**src/eeprom_defs.svh**
```systemverilog
// Constants for the two-wire serial EEPROM slave
`ifndef EEPROM_DEFS_SVH
`define EEPROM_DEFS_SVH
// Array variants
`define VAR_SMALL      2'h0
`define VAR_MID        2'h1
`define VAR_LARGE      2'h2
`define ADDR_W         9
`define MEM_DEPTH      512
`define MASK_SMALL     9'h07f
`define MASK_MID       9'h0ff
`define MASK_LARGE     9'h1ff
`define PAGE_MASK_8    4'h7
`define PAGE_MASK_16   4'hf
`define PAGE_SLOTS     16
// Slave address byte fields
`define SA_TYPE        7:4
`define SA_SEL3        3:1
`define SA_SEL2        3:2
`define SA_PS          1
`define SA_RW          0
`define DIR_READ       1'b1
`define TYPE_CODE_DFLT 4'h5
`define BYTE_BITS      4'h8
// Pin bundle idle level: clock, data, protect high
`define PIN_IDLE       6'h38
// Programming time
`define T_WR_US        10000
`define CLK_MHZ        20
`define WR_CYC         (`T_WR_US * `CLK_MHZ)
`define PROG_W         18
`endif

```
**src/eeprom_pkg.sv**
```systemverilog
// Types shared by the serial EEPROM slave modules
`include "eeprom_defs.svh"
package eeprom_pkg;
    // Pins as seen from outside, before synchronising
    typedef struct packed {
        logic       scl;
        logic       sda;
        logic       wp;
        logic [2:0] sel;
    } pin_in_t;
    // One array write
    typedef struct packed {
        logic                en;
        logic [`ADDR_W-1:0]  addr;
        logic [7:0]          data;
    } mem_wr_t;
    // Bus command phases
    typedef enum logic [2:0] {
        ST_IDLE = 3'h0,
        ST_DEV  = 3'h1,
        ST_WADR = 3'h2,
        ST_WDAT = 3'h3,
        ST_RDAT = 3'h4,
        ST_IGN  = 3'h5
    } bus_st_t;
    // Whole slave state
    typedef struct packed {
        bus_st_t                     st;
        logic                        scl_d;
        logic                        sda_d;
        logic [3:0]                  bit_cnt;
        logic [7:0]                  rx;
        logic [7:0]                  tx;
        logic                        ack_req;
        logic                        sda_oe;
        logic                        sda_lvl;
        logic [`ADDR_W-1:0]          addr_ctr;
        logic [`ADDR_W-1:0]          page_base;
        logic [3:0]                  wr_off;
        logic [`PAGE_SLOTS-1:0]      wr_valid;
        logic [`PAGE_SLOTS-1:0][7:0] page_buf;
        logic                        busy;
        logic [`PROG_W-1:0]          prog_cnt;
    } slave_st_t;
    // Synchroniser stages
    typedef struct packed {
        pin_in_t meta;
        pin_in_t sync;
    } sync_st_t;
endpackage

```
**src/pin_sync.sv**
```systemverilog
// Two-stage synchroniser for the bus and strap pins
`timescale 1ns/100ps
`default_nettype none
`include "eeprom_defs.svh"
module pin_sync
    import eeprom_pkg::*;
(
    input  wire logic    core_clk_i,
    input  wire logic    rst_n_i,
    input  wire pin_in_t pins_i,
    output var  pin_in_t pins_o
);
    sync_st_t cur_reg;   // Both stages
    sync_st_t cur_next;  // Next value

    // Second stage reads only the first
    always_comb begin
        cur_next      = cur_reg;
        cur_next.meta = pins_i;
        cur_next.sync = cur_reg.meta;
    end

    // Reset to an idle bus so no false start appears
    always_ff @(posedge core_clk_i or negedge rst_n_i) begin
        if (!rst_n_i) begin
            cur_reg <= {`PIN_IDLE, `PIN_IDLE};
        end else begin
            cur_reg <= cur_next;
        end
    end

    assign pins_o = cur_reg.sync;
endmodule
`default_nettype wire

```
**src/cell_array.sv**
```systemverilog
// Byte array standing in for the memory cells
`timescale 1ns/100ps
`default_nettype none
`include "eeprom_defs.svh"
module cell_array
    import eeprom_pkg::*;
(
    input  wire logic               core_clk_i,
    input  wire mem_wr_t            wr_i,
    input  wire logic [`ADDR_W-1:0] rd_addr_i,
    output logic      [7:0]         rd_data_o
);
    logic [7:0] mem [`MEM_DEPTH];  // Cell contents, no reset

    // Writes land on the clock edge
    always_ff @(posedge core_clk_i) begin
        if (wr_i.en) begin
            mem[wr_i.addr] <= wr_i.data;
        end
    end

    // Read is combinational so a new address is usable at once
    assign rd_data_o = mem[rd_addr_i];
endmodule
`default_nettype wire

```
**src/eeprom_slave.sv**
```systemverilog
// Two-wire serial EEPROM slave: decode, acknowledge, page buffer, commit
// Behaviour
// - No command runs before a start
// - Stop completes the running command
// - Sample on clock rise, drive after fall
// - Write data programmed only after stop
// - Upper four address bits must match type
// - Small variants compare three select pins
// - Lowest bit: zero writes, one reads
// - Large variant compares two select pins
// - Page-select bit is top memory address bit
// - Write protect high blocks all programming
// - Byte sender releases data line afterwards
// - Receiver pulls data low on ninth clock
// - Acknowledge a matching slave address
// - Acknowledge every word address and data byte
// - Master acknowledge continues with next byte
// - No acknowledge: release, wait stop, standby
// - Byte write lands at the word address
// - Smallest variant pages eight bytes
// - Middle variant pages eight bytes
// - Largest variant pages sixteen bytes
// - After reads counter points past last
// - After writes counter stays at last written
// - Random read loads address, then reads
// - Current read with no acknowledge gives one byte
`timescale 1ns/100ps
`default_nettype none
`include "eeprom_defs.svh"
module eeprom_slave
    import eeprom_pkg::*;
#(
    parameter logic [1:0]  variant   = `VAR_LARGE,      // Array size and page shape
    parameter logic [3:0]  type_code = `TYPE_CODE_DFLT, // Arbitrary value
    parameter int unsigned wr_cycles = `WR_CYC          // Programming time in clocks
)(
    input  wire logic core_clk_i,
    input  wire logic rst_n_i,
    input  wire logic scl_i,
    input  wire logic sda_i,
    input  wire logic write_protect_i,
    input  wire logic device_select_pin_0_i,
    input  wire logic device_select_pin_1_i,
    input  wire logic device_select_pin_2_i,
    output var  logic sda_o,
    output var  logic sda_oe_o,
    output var  logic busy_o
);
    // Size of the array and of one page
    localparam logic [`ADDR_W-1:0] addr_mask =
        (variant == `VAR_SMALL) ? `MASK_SMALL :
        (variant == `VAR_MID)   ? `MASK_MID   : `MASK_LARGE;
    localparam logic [3:0] page_mask =
        (variant == `VAR_LARGE) ? `PAGE_MASK_16 : `PAGE_MASK_8;
    localparam logic [`PROG_W-1:0] prog_last = `PROG_W'(wr_cycles - 1);

    slave_st_t          cur_reg;   // Registered state
    slave_st_t          cur_next;  // Next state
    pin_in_t            pins_raw;  // Pins before synchronising
    pin_in_t            pins_s;    // Pins after two flops
    mem_wr_t            wr;        // Array write from commit
    logic [`ADDR_W-1:0] rd_addr;   // Array read address
    logic [7:0]         rd_data;   // Byte at rd_addr
    logic               scl_s;     // Synced clock line
    logic               sda_s;     // Synced data line
    logic               wp_s;      // Synced write protect
    logic               rise_ev;   // Clock line rose
    logic               fall_ev;   // Clock line fell
    logic               start_ev;  // Data fell, clock high
    logic               stop_ev;   // Data rose, clock high
    logic [7:0]         rxb;       // Byte including current bit

    assign pins_raw = '{scl: scl_i, sda: sda_i, wp: write_protect_i,
                        sel: {device_select_pin_2_i, device_select_pin_1_i,
                              device_select_pin_0_i}};

    // All pins are asynchronous to the core clock
    pin_sync u_sync (
        .core_clk_i (core_clk_i),
        .rst_n_i    (rst_n_i),
        .pins_i     (pins_raw),
        .pins_o     (pins_s)
    );

    cell_array u_cells (
        .core_clk_i (core_clk_i),
        .wr_i       (wr),
        .rd_addr_i  (rd_addr),
        .rd_data_o  (rd_data)
    );

    assign scl_s = pins_s.scl;
    assign sda_s = pins_s.sda;
    assign wp_s  = pins_s.wp;

    // Bus edges from the synced lines and their last values
    assign rise_ev  = scl_s & ~cur_reg.scl_d;
    assign fall_ev  = ~scl_s & cur_reg.scl_d;
    assign start_ev = scl_s & cur_reg.scl_d & cur_reg.sda_d & ~sda_s;
    assign stop_ev  = scl_s & cur_reg.scl_d & ~cur_reg.sda_d & sda_s;
    assign rxb      = {cur_reg.rx[6:0], sda_s};

    // Page bit arrives one bit before the address ends, so the large
    // variant reads through it while the slave address is still coming
    always_comb begin
        if (cur_reg.st == ST_DEV && variant == `VAR_LARGE) begin
            rd_addr = {cur_reg.rx[0], cur_reg.addr_ctr[7:0]};
        end else begin
            rd_addr = cur_reg.addr_ctr;
        end
    end

    // Type code and select pins against a full address byte
    function automatic logic dev_match(input logic [7:0] b, input logic [2:0] sel);
        logic sel_ok;
        if (variant == `VAR_LARGE) begin
            sel_ok = (b[`SA_SEL2] == sel[2:1]);
        end else begin
            sel_ok = (b[`SA_SEL3] == sel);
        end
        return (b[`SA_TYPE] == type_code) && sel_ok;
    endfunction

    // Next state: commit engine, then bus events by priority
    always_comb begin
        cur_next       = cur_reg;
        cur_next.scl_d = scl_s;
        cur_next.sda_d = sda_s;
        wr             = '0;
        // Programming walks the page buffer, then waits out the cycle
        if (cur_reg.busy) begin
            if (cur_reg.prog_cnt < `PROG_W'(`PAGE_SLOTS)) begin
                wr.en   = cur_reg.wr_valid[cur_reg.prog_cnt[3:0]];
                wr.addr = cur_reg.page_base | {5'h0, cur_reg.prog_cnt[3:0]};
                wr.data = cur_reg.page_buf[cur_reg.prog_cnt[3:0]];
            end
            if (cur_reg.prog_cnt >= prog_last) begin
                cur_next.busy     = 1'b0;
                cur_next.prog_cnt = '0;
                cur_next.wr_valid = '0;
            end else begin
                cur_next.prog_cnt = cur_reg.prog_cnt + 1'b1;
            end
        end
        if (start_ev) begin
            // Also a repeated start; an unstopped write is dropped
            cur_next.st      = ST_DEV;
            cur_next.bit_cnt = '0;
            cur_next.ack_req = 1'b0;
            cur_next.sda_oe  = 1'b0;
            if (!cur_reg.busy) begin
                cur_next.wr_valid = '0;
            end
        end else if (stop_ev) begin
            // Stop commits buffered data unless protected
            if (cur_reg.st == ST_WDAT && |cur_reg.wr_valid && !wp_s
                    && !cur_reg.busy) begin
                cur_next.busy     = 1'b1;
                cur_next.prog_cnt = '0;
            end else if (!cur_reg.busy) begin
                cur_next.wr_valid = '0;
            end
            cur_next.st      = ST_IDLE;
            cur_next.sda_oe  = 1'b0;
            cur_next.ack_req = 1'b0;
        end else if (rise_ev) begin
            if (cur_reg.bit_cnt == `BYTE_BITS) begin
                // Ninth clock: our acknowledge ends, or master's is sampled
                cur_next.bit_cnt = '0;
                if (cur_reg.ack_req) begin
                    cur_next.ack_req = 1'b0;
                end else if (cur_reg.st == ST_RDAT) begin
                    if (!sda_s) begin
                        // Next byte, counter moves past it
                        cur_next.tx       = rd_data;
                        cur_next.addr_ctr = (cur_reg.addr_ctr + 1'b1) & addr_mask;
                    end else begin
                        cur_next.st = ST_IGN;
                    end
                end
            end else if (cur_reg.st == ST_RDAT) begin
                // Master sampled a bit; present the next one
                cur_next.tx      = {cur_reg.tx[6:0], 1'b0};
                cur_next.bit_cnt = cur_reg.bit_cnt + 1'b1;
            end else if (cur_reg.st inside {ST_DEV, ST_WADR, ST_WDAT}) begin
                cur_next.rx      = rxb;
                cur_next.bit_cnt = cur_reg.bit_cnt + 1'b1;
                if (cur_reg.bit_cnt == `BYTE_BITS - 4'h1) begin
                    case (cur_reg.st)
                        ST_DEV: begin
                            // First byte after start is the slave address
                            if (dev_match(rxb, pins_s.sel) && !cur_reg.busy) begin
                                cur_next.ack_req = 1'b1;
                                if (variant == `VAR_LARGE) begin
                                    cur_next.addr_ctr[8] = rxb[`SA_PS];
                                end
                                if (rxb[`SA_RW] == `DIR_READ) begin
                                    // Current or random read: counter past byte
                                    cur_next.st       = ST_RDAT;
                                    cur_next.tx       = rd_data;
                                    cur_next.addr_ctr = (rd_addr + 1'b1) & addr_mask;
                                end else begin
                                    cur_next.st = ST_WADR;
                                end
                            end else begin
                                cur_next.st = ST_IGN;
                            end
                        end
                        ST_WADR: begin
                            // Word address loads the counter for reads too
                            cur_next.addr_ctr  = {cur_reg.addr_ctr[8], rxb} & addr_mask;
                            cur_next.page_base = {cur_reg.addr_ctr[8], rxb} & addr_mask
                                                 & ~{5'h0, page_mask};
                            cur_next.wr_off    = rxb[3:0] & page_mask;
                            cur_next.wr_valid  = '0;
                            cur_next.ack_req   = 1'b1;
                            cur_next.st        = ST_WDAT;
                        end
                        ST_WDAT: begin
                            // Buffered until stop; offset wraps inside page
                            cur_next.page_buf[cur_reg.wr_off] = rxb;
                            cur_next.wr_valid[cur_reg.wr_off] = 1'b1;
                            cur_next.addr_ctr = cur_reg.page_base
                                                | {5'h0, cur_reg.wr_off};
                            cur_next.wr_off   = (cur_reg.wr_off + 4'h1) & page_mask;
                            cur_next.ack_req  = 1'b1;
                        end
                        default: begin
                            cur_next.st = ST_IGN;
                        end
                    endcase
                end
            end
        end else if (fall_ev) begin
            // Line changes only after a falling clock
            if (cur_reg.bit_cnt == `BYTE_BITS) begin
                cur_next.sda_oe = cur_reg.ack_req;
            end else if (cur_reg.st == ST_RDAT) begin
                cur_next.sda_oe = ~cur_reg.tx[7];
            end else begin
                cur_next.sda_oe = 1'b0;
            end
        end
    end

    // Single state register
    always_ff @(posedge core_clk_i or negedge rst_n_i) begin
        if (!rst_n_i) begin
            cur_reg       <= '0;
            cur_reg.scl_d <= 1'b1;
            cur_reg.sda_d <= 1'b1;
        end else begin
            cur_reg <= cur_next;
        end
    end

    // Open drain: level is always low, enable does the work
    assign sda_o    = cur_reg.sda_lvl;
    assign sda_oe_o = cur_reg.sda_oe;
    assign busy_o   = cur_reg.busy;
endmodule
`default_nettype wire

```
**config.mk**
```make
export PLATFORM = sky130hd
export DESIGN_NAME = eeprom_slave
export DESIGN_NICKNAME = d
export VERILOG_FILES = /design/src/eeprom_pkg.sv /design/src/pin_sync.sv /design/src/cell_array.sv /design/src/eeprom_slave.sv
export VERILOG_INCLUDE_DIRS = /design/src
export SDC_FILE = /design/constraint.sdc
export NUM_CORES = 2
export LEC_CHECK = 0
export BUFFER_PORTS_ARGS = -buffer_cell sky130_fd_sc_hd__clkbuf_2
export CAP_MARGIN = 20
export CORE_MARGIN = 2
export CORE_UTILIZATION = 35
export DETAILED_ROUTE_END_ITERATION = 10
export GPL_TIMING_DRIVEN = 0
export PLACE_DENSITY = 0.47
export SYNTH_ARGS = -nofsm -noshare
export SYNTH_HDL_FRONTEND = slang
export SYNTH_HIERARCHICAL = 1
export SYNTH_SLANG_ARGS = --single-unit
export TNS_END_PERCENT = 100
```
**constraint.sdc**
```tcl
create_clock -name core_clk_i -period 11 [get_ports core_clk_i]
set_clock_uncertainty 0.15 [all_clocks]
set_input_delay 1.1 -clock core_clk_i [delete_from_list [all_inputs] [get_ports core_clk_i]]
set_output_delay 1.1 -clock core_clk_i [all_outputs]
set_load 0.005 [all_outputs]
```
### Word level (Yosys, flattened, before mapping)

Memories as Yosys holds them, arrays and structs flattened.
Cells that the tools add are included.

* reductions and logical operators: 37
* bitwise logic cells: 19
* muxes and demuxes: 90
* equal/unequal tests: 25
* $lt $le $gt $ge: 5
* add/sub/neg operators: 5

Operators by type and width (count)
* $mux 166: 3
* $mux 144: 2
* $bwmux 128: 1
* $mux 128: 1
* $mux 9: 14
* $mux 16: 6
* $mux 8: 10
* $mux 19: 4
* $mux 18: 3
* $mux 21: 2
* $pmux 20 s2: 1
* $mux 3: 12
* $bmux 8 s4: 1
* $demux 8 s4: 1
* $reduce_and 8->1: 4
* $pmux 9 s3: 1
* $reduce_and 12->1: 2
* $mux 20: 1
* $add 18x1->18 const B: 1
* $add 9x1->9 const B: 2
* $ge 18x18->1 const B: 1
* $lt 18x5->1 const B: 1
* $mux 1: 18
* $or 9x4->9: 2
* other kinds (37): 87

* output and inout port bits: 3
* memories: 1
* memory bits (writable): 4096
* logic and storage cells: 221
* flip-flop bits (word level): 220
* input bits: 8

Memory list
* u_cells.mem: words 512, width 8, read ports 1, clocked after Yosys merged registers in 0, write ports 1, line cell_array.sv:13 `` logic [7:0] mem [`MEM_DEPTH]; ``

### Longest topological paths before layout

* word-level depth: 23
* mapped depth: 15
* mapped depth without buffers: 12

### Modules after synthesis

The synthesis kept the hierarchy.

By module, submodules not included
* cell_array: cells an instance 8022, sequential area each 122998.0 µm², times used 1, area an instance 159767.0 µm²
* eeprom_slave: cells an instance 843, sequential area each 5182.5 µm², times used 1, area an instance 10595.2 µm²
* pin_sync: cells an instance 12, sequential area each 307.8 µm², times used 1, area an instance 307.8 µm²

### Worst setup path before layout

No wires, ideal clock.

* path kind: flip-flop to flip-flop
* from: register cur_reg[15] in the netlist's numbering
* to: memory u_cells.mem[0][0] (data pin)
* setup time: 1.530 ns
* slack: 1.257 ns
* path buffers: 1
* stages on the path, launching flop included: 5
* arrival time: 8.062 ns
* clock period less this slack: 9.743 ns
* required time: 9.320 ns
* path through: dfrtp_1 > nor4_1 > nor4bb_1 > clkbuf_1 > and2_1

RTL lines
* start: declaration: line eeprom_slave.sv:57 `slave_st_t cur_reg;`
* start signal: assignment: line eeprom_slave.sv:253 `cur_reg <= cur_next;`
* end: declaration: line cell_array.sv:13

==> metrics.md <==
| Metric | Value |
|---|---|
| Data arrival time of the critical path | `7160 ps` |
| Count of mapped cells out of synthesis | `8,875` |
| Clock tree from TritonCTS | `yes` |
| Core occupancy in the finished layout | `40.78%` |
| Number of global-route vias before repair | `94,710` |
| Hold path start | `u_sync/cur_next[1]$_DFF_PN0_` |
| Clock sink total | `4,313` |
| Count of fill cells added during filler insertion | `43,150` |
| Worst endpoint required time | `11,530 ps` |
| Die Y | `702.2 µm` |
| Overall power | `33.35 mW` |
| Vias per std cell | `6.034` |
| Critical Path Start | `cur_reg[13]$_DFF_PN0_` |
| Worst-margin pin slew | `1396 ps` |
| Routed length per instance | `42.56 µm` |
| HP Class | `flip-flop to flip-flop` |
| Maximum count of clock buffers along a single path | `4` |
| Most used cells in the layout excluding fill and tap cells | `4,096 x sky130_fd_sc_hd__edfxtp_1, 807 x sky130_fd_sc_hd__mux2i_1, 699 x sky130_fd_sc_hd__mux4_2, 631 x sky130_fd_sc_hd__nor2_1, 464 x sky130_fd_sc_hd__clkbuf_16` |
| Post-detailed-routing wire length | `700,600 µm` |
| Final HPWL from detailed placement | `509,400 µm` |
| Layout cells sized above 1 | `21.21%` |
| Maximum number of pins on one net before global-route repair | `118` |
| Die Span X | `702.2 µm` |
| Final hold slack | `200.3 ps` |
| Setup slack at placement | `4400 ps` |
| Post-route antenna net violation count | `0` |
| Run status | `finished, final reports clean` |
| Placement Rows | `256` |
| Floorplan core area | `485,900 µm²` |
| Worst-skew pair later-pin latency | `1090 ps` |
| All-layer global routing usage | `27.85%` |
| Nets | `9,597` |
| Clock H-tree levels | `5` |
| Slew Limit Fails | `0` |
| Static leakage | `60.20 nW` |
| Post-route fraction of the period consumed by the critical path | `60.20%` |
| Instance area at placement | `183,200 µm²` |
| Slew Limit Headroom | `5.922%` |
| Critical path start-end classification | `flip-flop to flip-flop` |
| Number of maximum-capacitance violations | `0` |
| Number of placed instances, taps included | `15,550` |
| Max frequency | `151.0 MHz` |
| Area growth, synth to finish | `16.14%` |
| Resized cells post-CTS | `0` |
| IR Drop Worst-Case VDD | `0.0001561 V` |
| Floorplan die area | `493,100 µm²` |
| Count of input and output buffers | `8` |
| Number of I/O pins | `11` |
| RSZ-0062 raised after global routing | `no` |
| Critical path fanouts, max | `10` |
| Clock slew at the register clock pins of the worst setup and hold paths | `60 ps` |
| Synth Cell Area | `170,600 µm²` |
| Initial Util | `35.11%` |
| Startpoint class of the critical path | `flip-flop` |
| Net count after synthesis | `8,891` |
| Root buffer cell | `sky130_fd_sc_hd__clkbuf_16` |
| TritonCTS buffer count | `463` |
| Setup-violating endpoint count in the final report | `0` |
| Via Count | `99,320` |
| Most common cell after layout, fill and taps aside | `sky130_fd_sc_hd__edfxtp_1` |
| DRC violation count after routing | `0` |
| Power density over the cells | `168.3 nW/µm²` |
| Global-route wire length before repair | `906,500 µm` |
| Post-layout instance count excluding filler cells | `16,460` |
| Grt total ovfl | `0` |
| Final worst slack | `4378 ps` |
| Setup Total Neg Slack | `0 ps` |
| Number of antenna violations at the first check in global routing | `91` |
| Crit. End Element | `flip-flop` |
| Count of synthesis-stage warnings from yosys | `6` |
| Number of DRC violations after detailed-routing iteration 0 | `15,620` |
| Number of flip-flops in the largest register | `4,096` |
| GPL Wtd Cong | `0.9956` |
| Fin. Hold Viols | `0` |
| Average instance area after synthesis | `19.22 µm²` |
| Area of all placed cells without fillers | `198,200 µm²` |
| Final Critical Period | `6622 ps` |
| Detailed-routing iteration count for the pre-antenna-repair pass | `6` |
| Launching point of the worst reg2reg path | `cur_reg[13]$_DFF_PN0_` |
==> path summary, 6_finish.rpt <==
path / endpoint / slack [ps] / cells past startpoint
min in group asynchronous: cur_reg[188]$_DFFE_PN0P_ / 550 / 2
hold reg to reg: u_sync/pins_o[1]$_DFF_PN0_ / 200 / 0
setup / recovery: u_cells/mem[397][7]$_DFFE_PP_ / 4380 / 11
setup reg to reg: u_cells/mem[397][7]$_DFFE_PP_ / 4380 / 11
max in group asynchronous: async pin / 9010 / 3
hold / removal: u_sync/pins_o[1]$_DFF_PN0_ / 200 / 0
==> worst max-delay path: stages (launching register included) <==
cell                       delay (ps)
sky130_fd_sc_hd__dfrtp_1          420
sky130_fd_sc_hd__nor4_1           610
sky130_fd_sc_hd__nor4bb_2         370
sky130_fd_sc_hd__buf_4            210
sky130_fd_sc_hd__clkbuf_1         670
sky130_fd_sc_hd__and2_1           750
sky130_fd_sc_hd__buf_16           240
sky130_fd_sc_hd__nand2_1           60
sky130_fd_sc_hd__nor2_1           840
sky130_fd_sc_hd__nand2_1          620
sky130_fd_sc_hd__clkbuf_1         450
sky130_fd_sc_hd__nor2_1           820
==> repair_timing <==
item,in CTS,in global routing
endpoints found under the hold margin,8,0
hold buffers,6,0
setup buffers,0,0
setup endpoints to repair,0,0
==> metal layers <==
layer | part of all wire, % | global-route usage, % | vias to the layer above
met5 | 0.051 | 0.3333 | -
li1 | - | - | 38130
met3 | 10 | 6.755 | 1206
met1 | 39 | 36.80 | 53930
met2 | 45 | 42.92 | 6032
met4 | 6.0 | 14.09 | 22
==> area by class of cell <==
cell class / instances / area [µm²] / share of cell area (%)
sequential: 4313 / 128400 / 64.81
multi-input combinational: 3975 / 38970 / 19.67
clock buffer: 573 / 12020 / 6.066
tap: 6450 / 8070 / 4.073
timing repair buffer: 241 / 4471 / 2.256
buffer: 571 / 3395 / 1.713
clock inverter: 282 / 2636 / 1.330
antenna: 40 / 100.1 / 0.05051
inverter: 16 / 60.06 / 0.03031
==> power breakdown <==
| group | switching (mW) | internal [mW] |
|---|---|---|
| Clock | 6.68 | 8.55 |
| Combinational | 0.295 | 0.0908 |
| Sequential | 0.0163 | 17.7 |
Note: power is estimated with default switching activity, not from simulation.
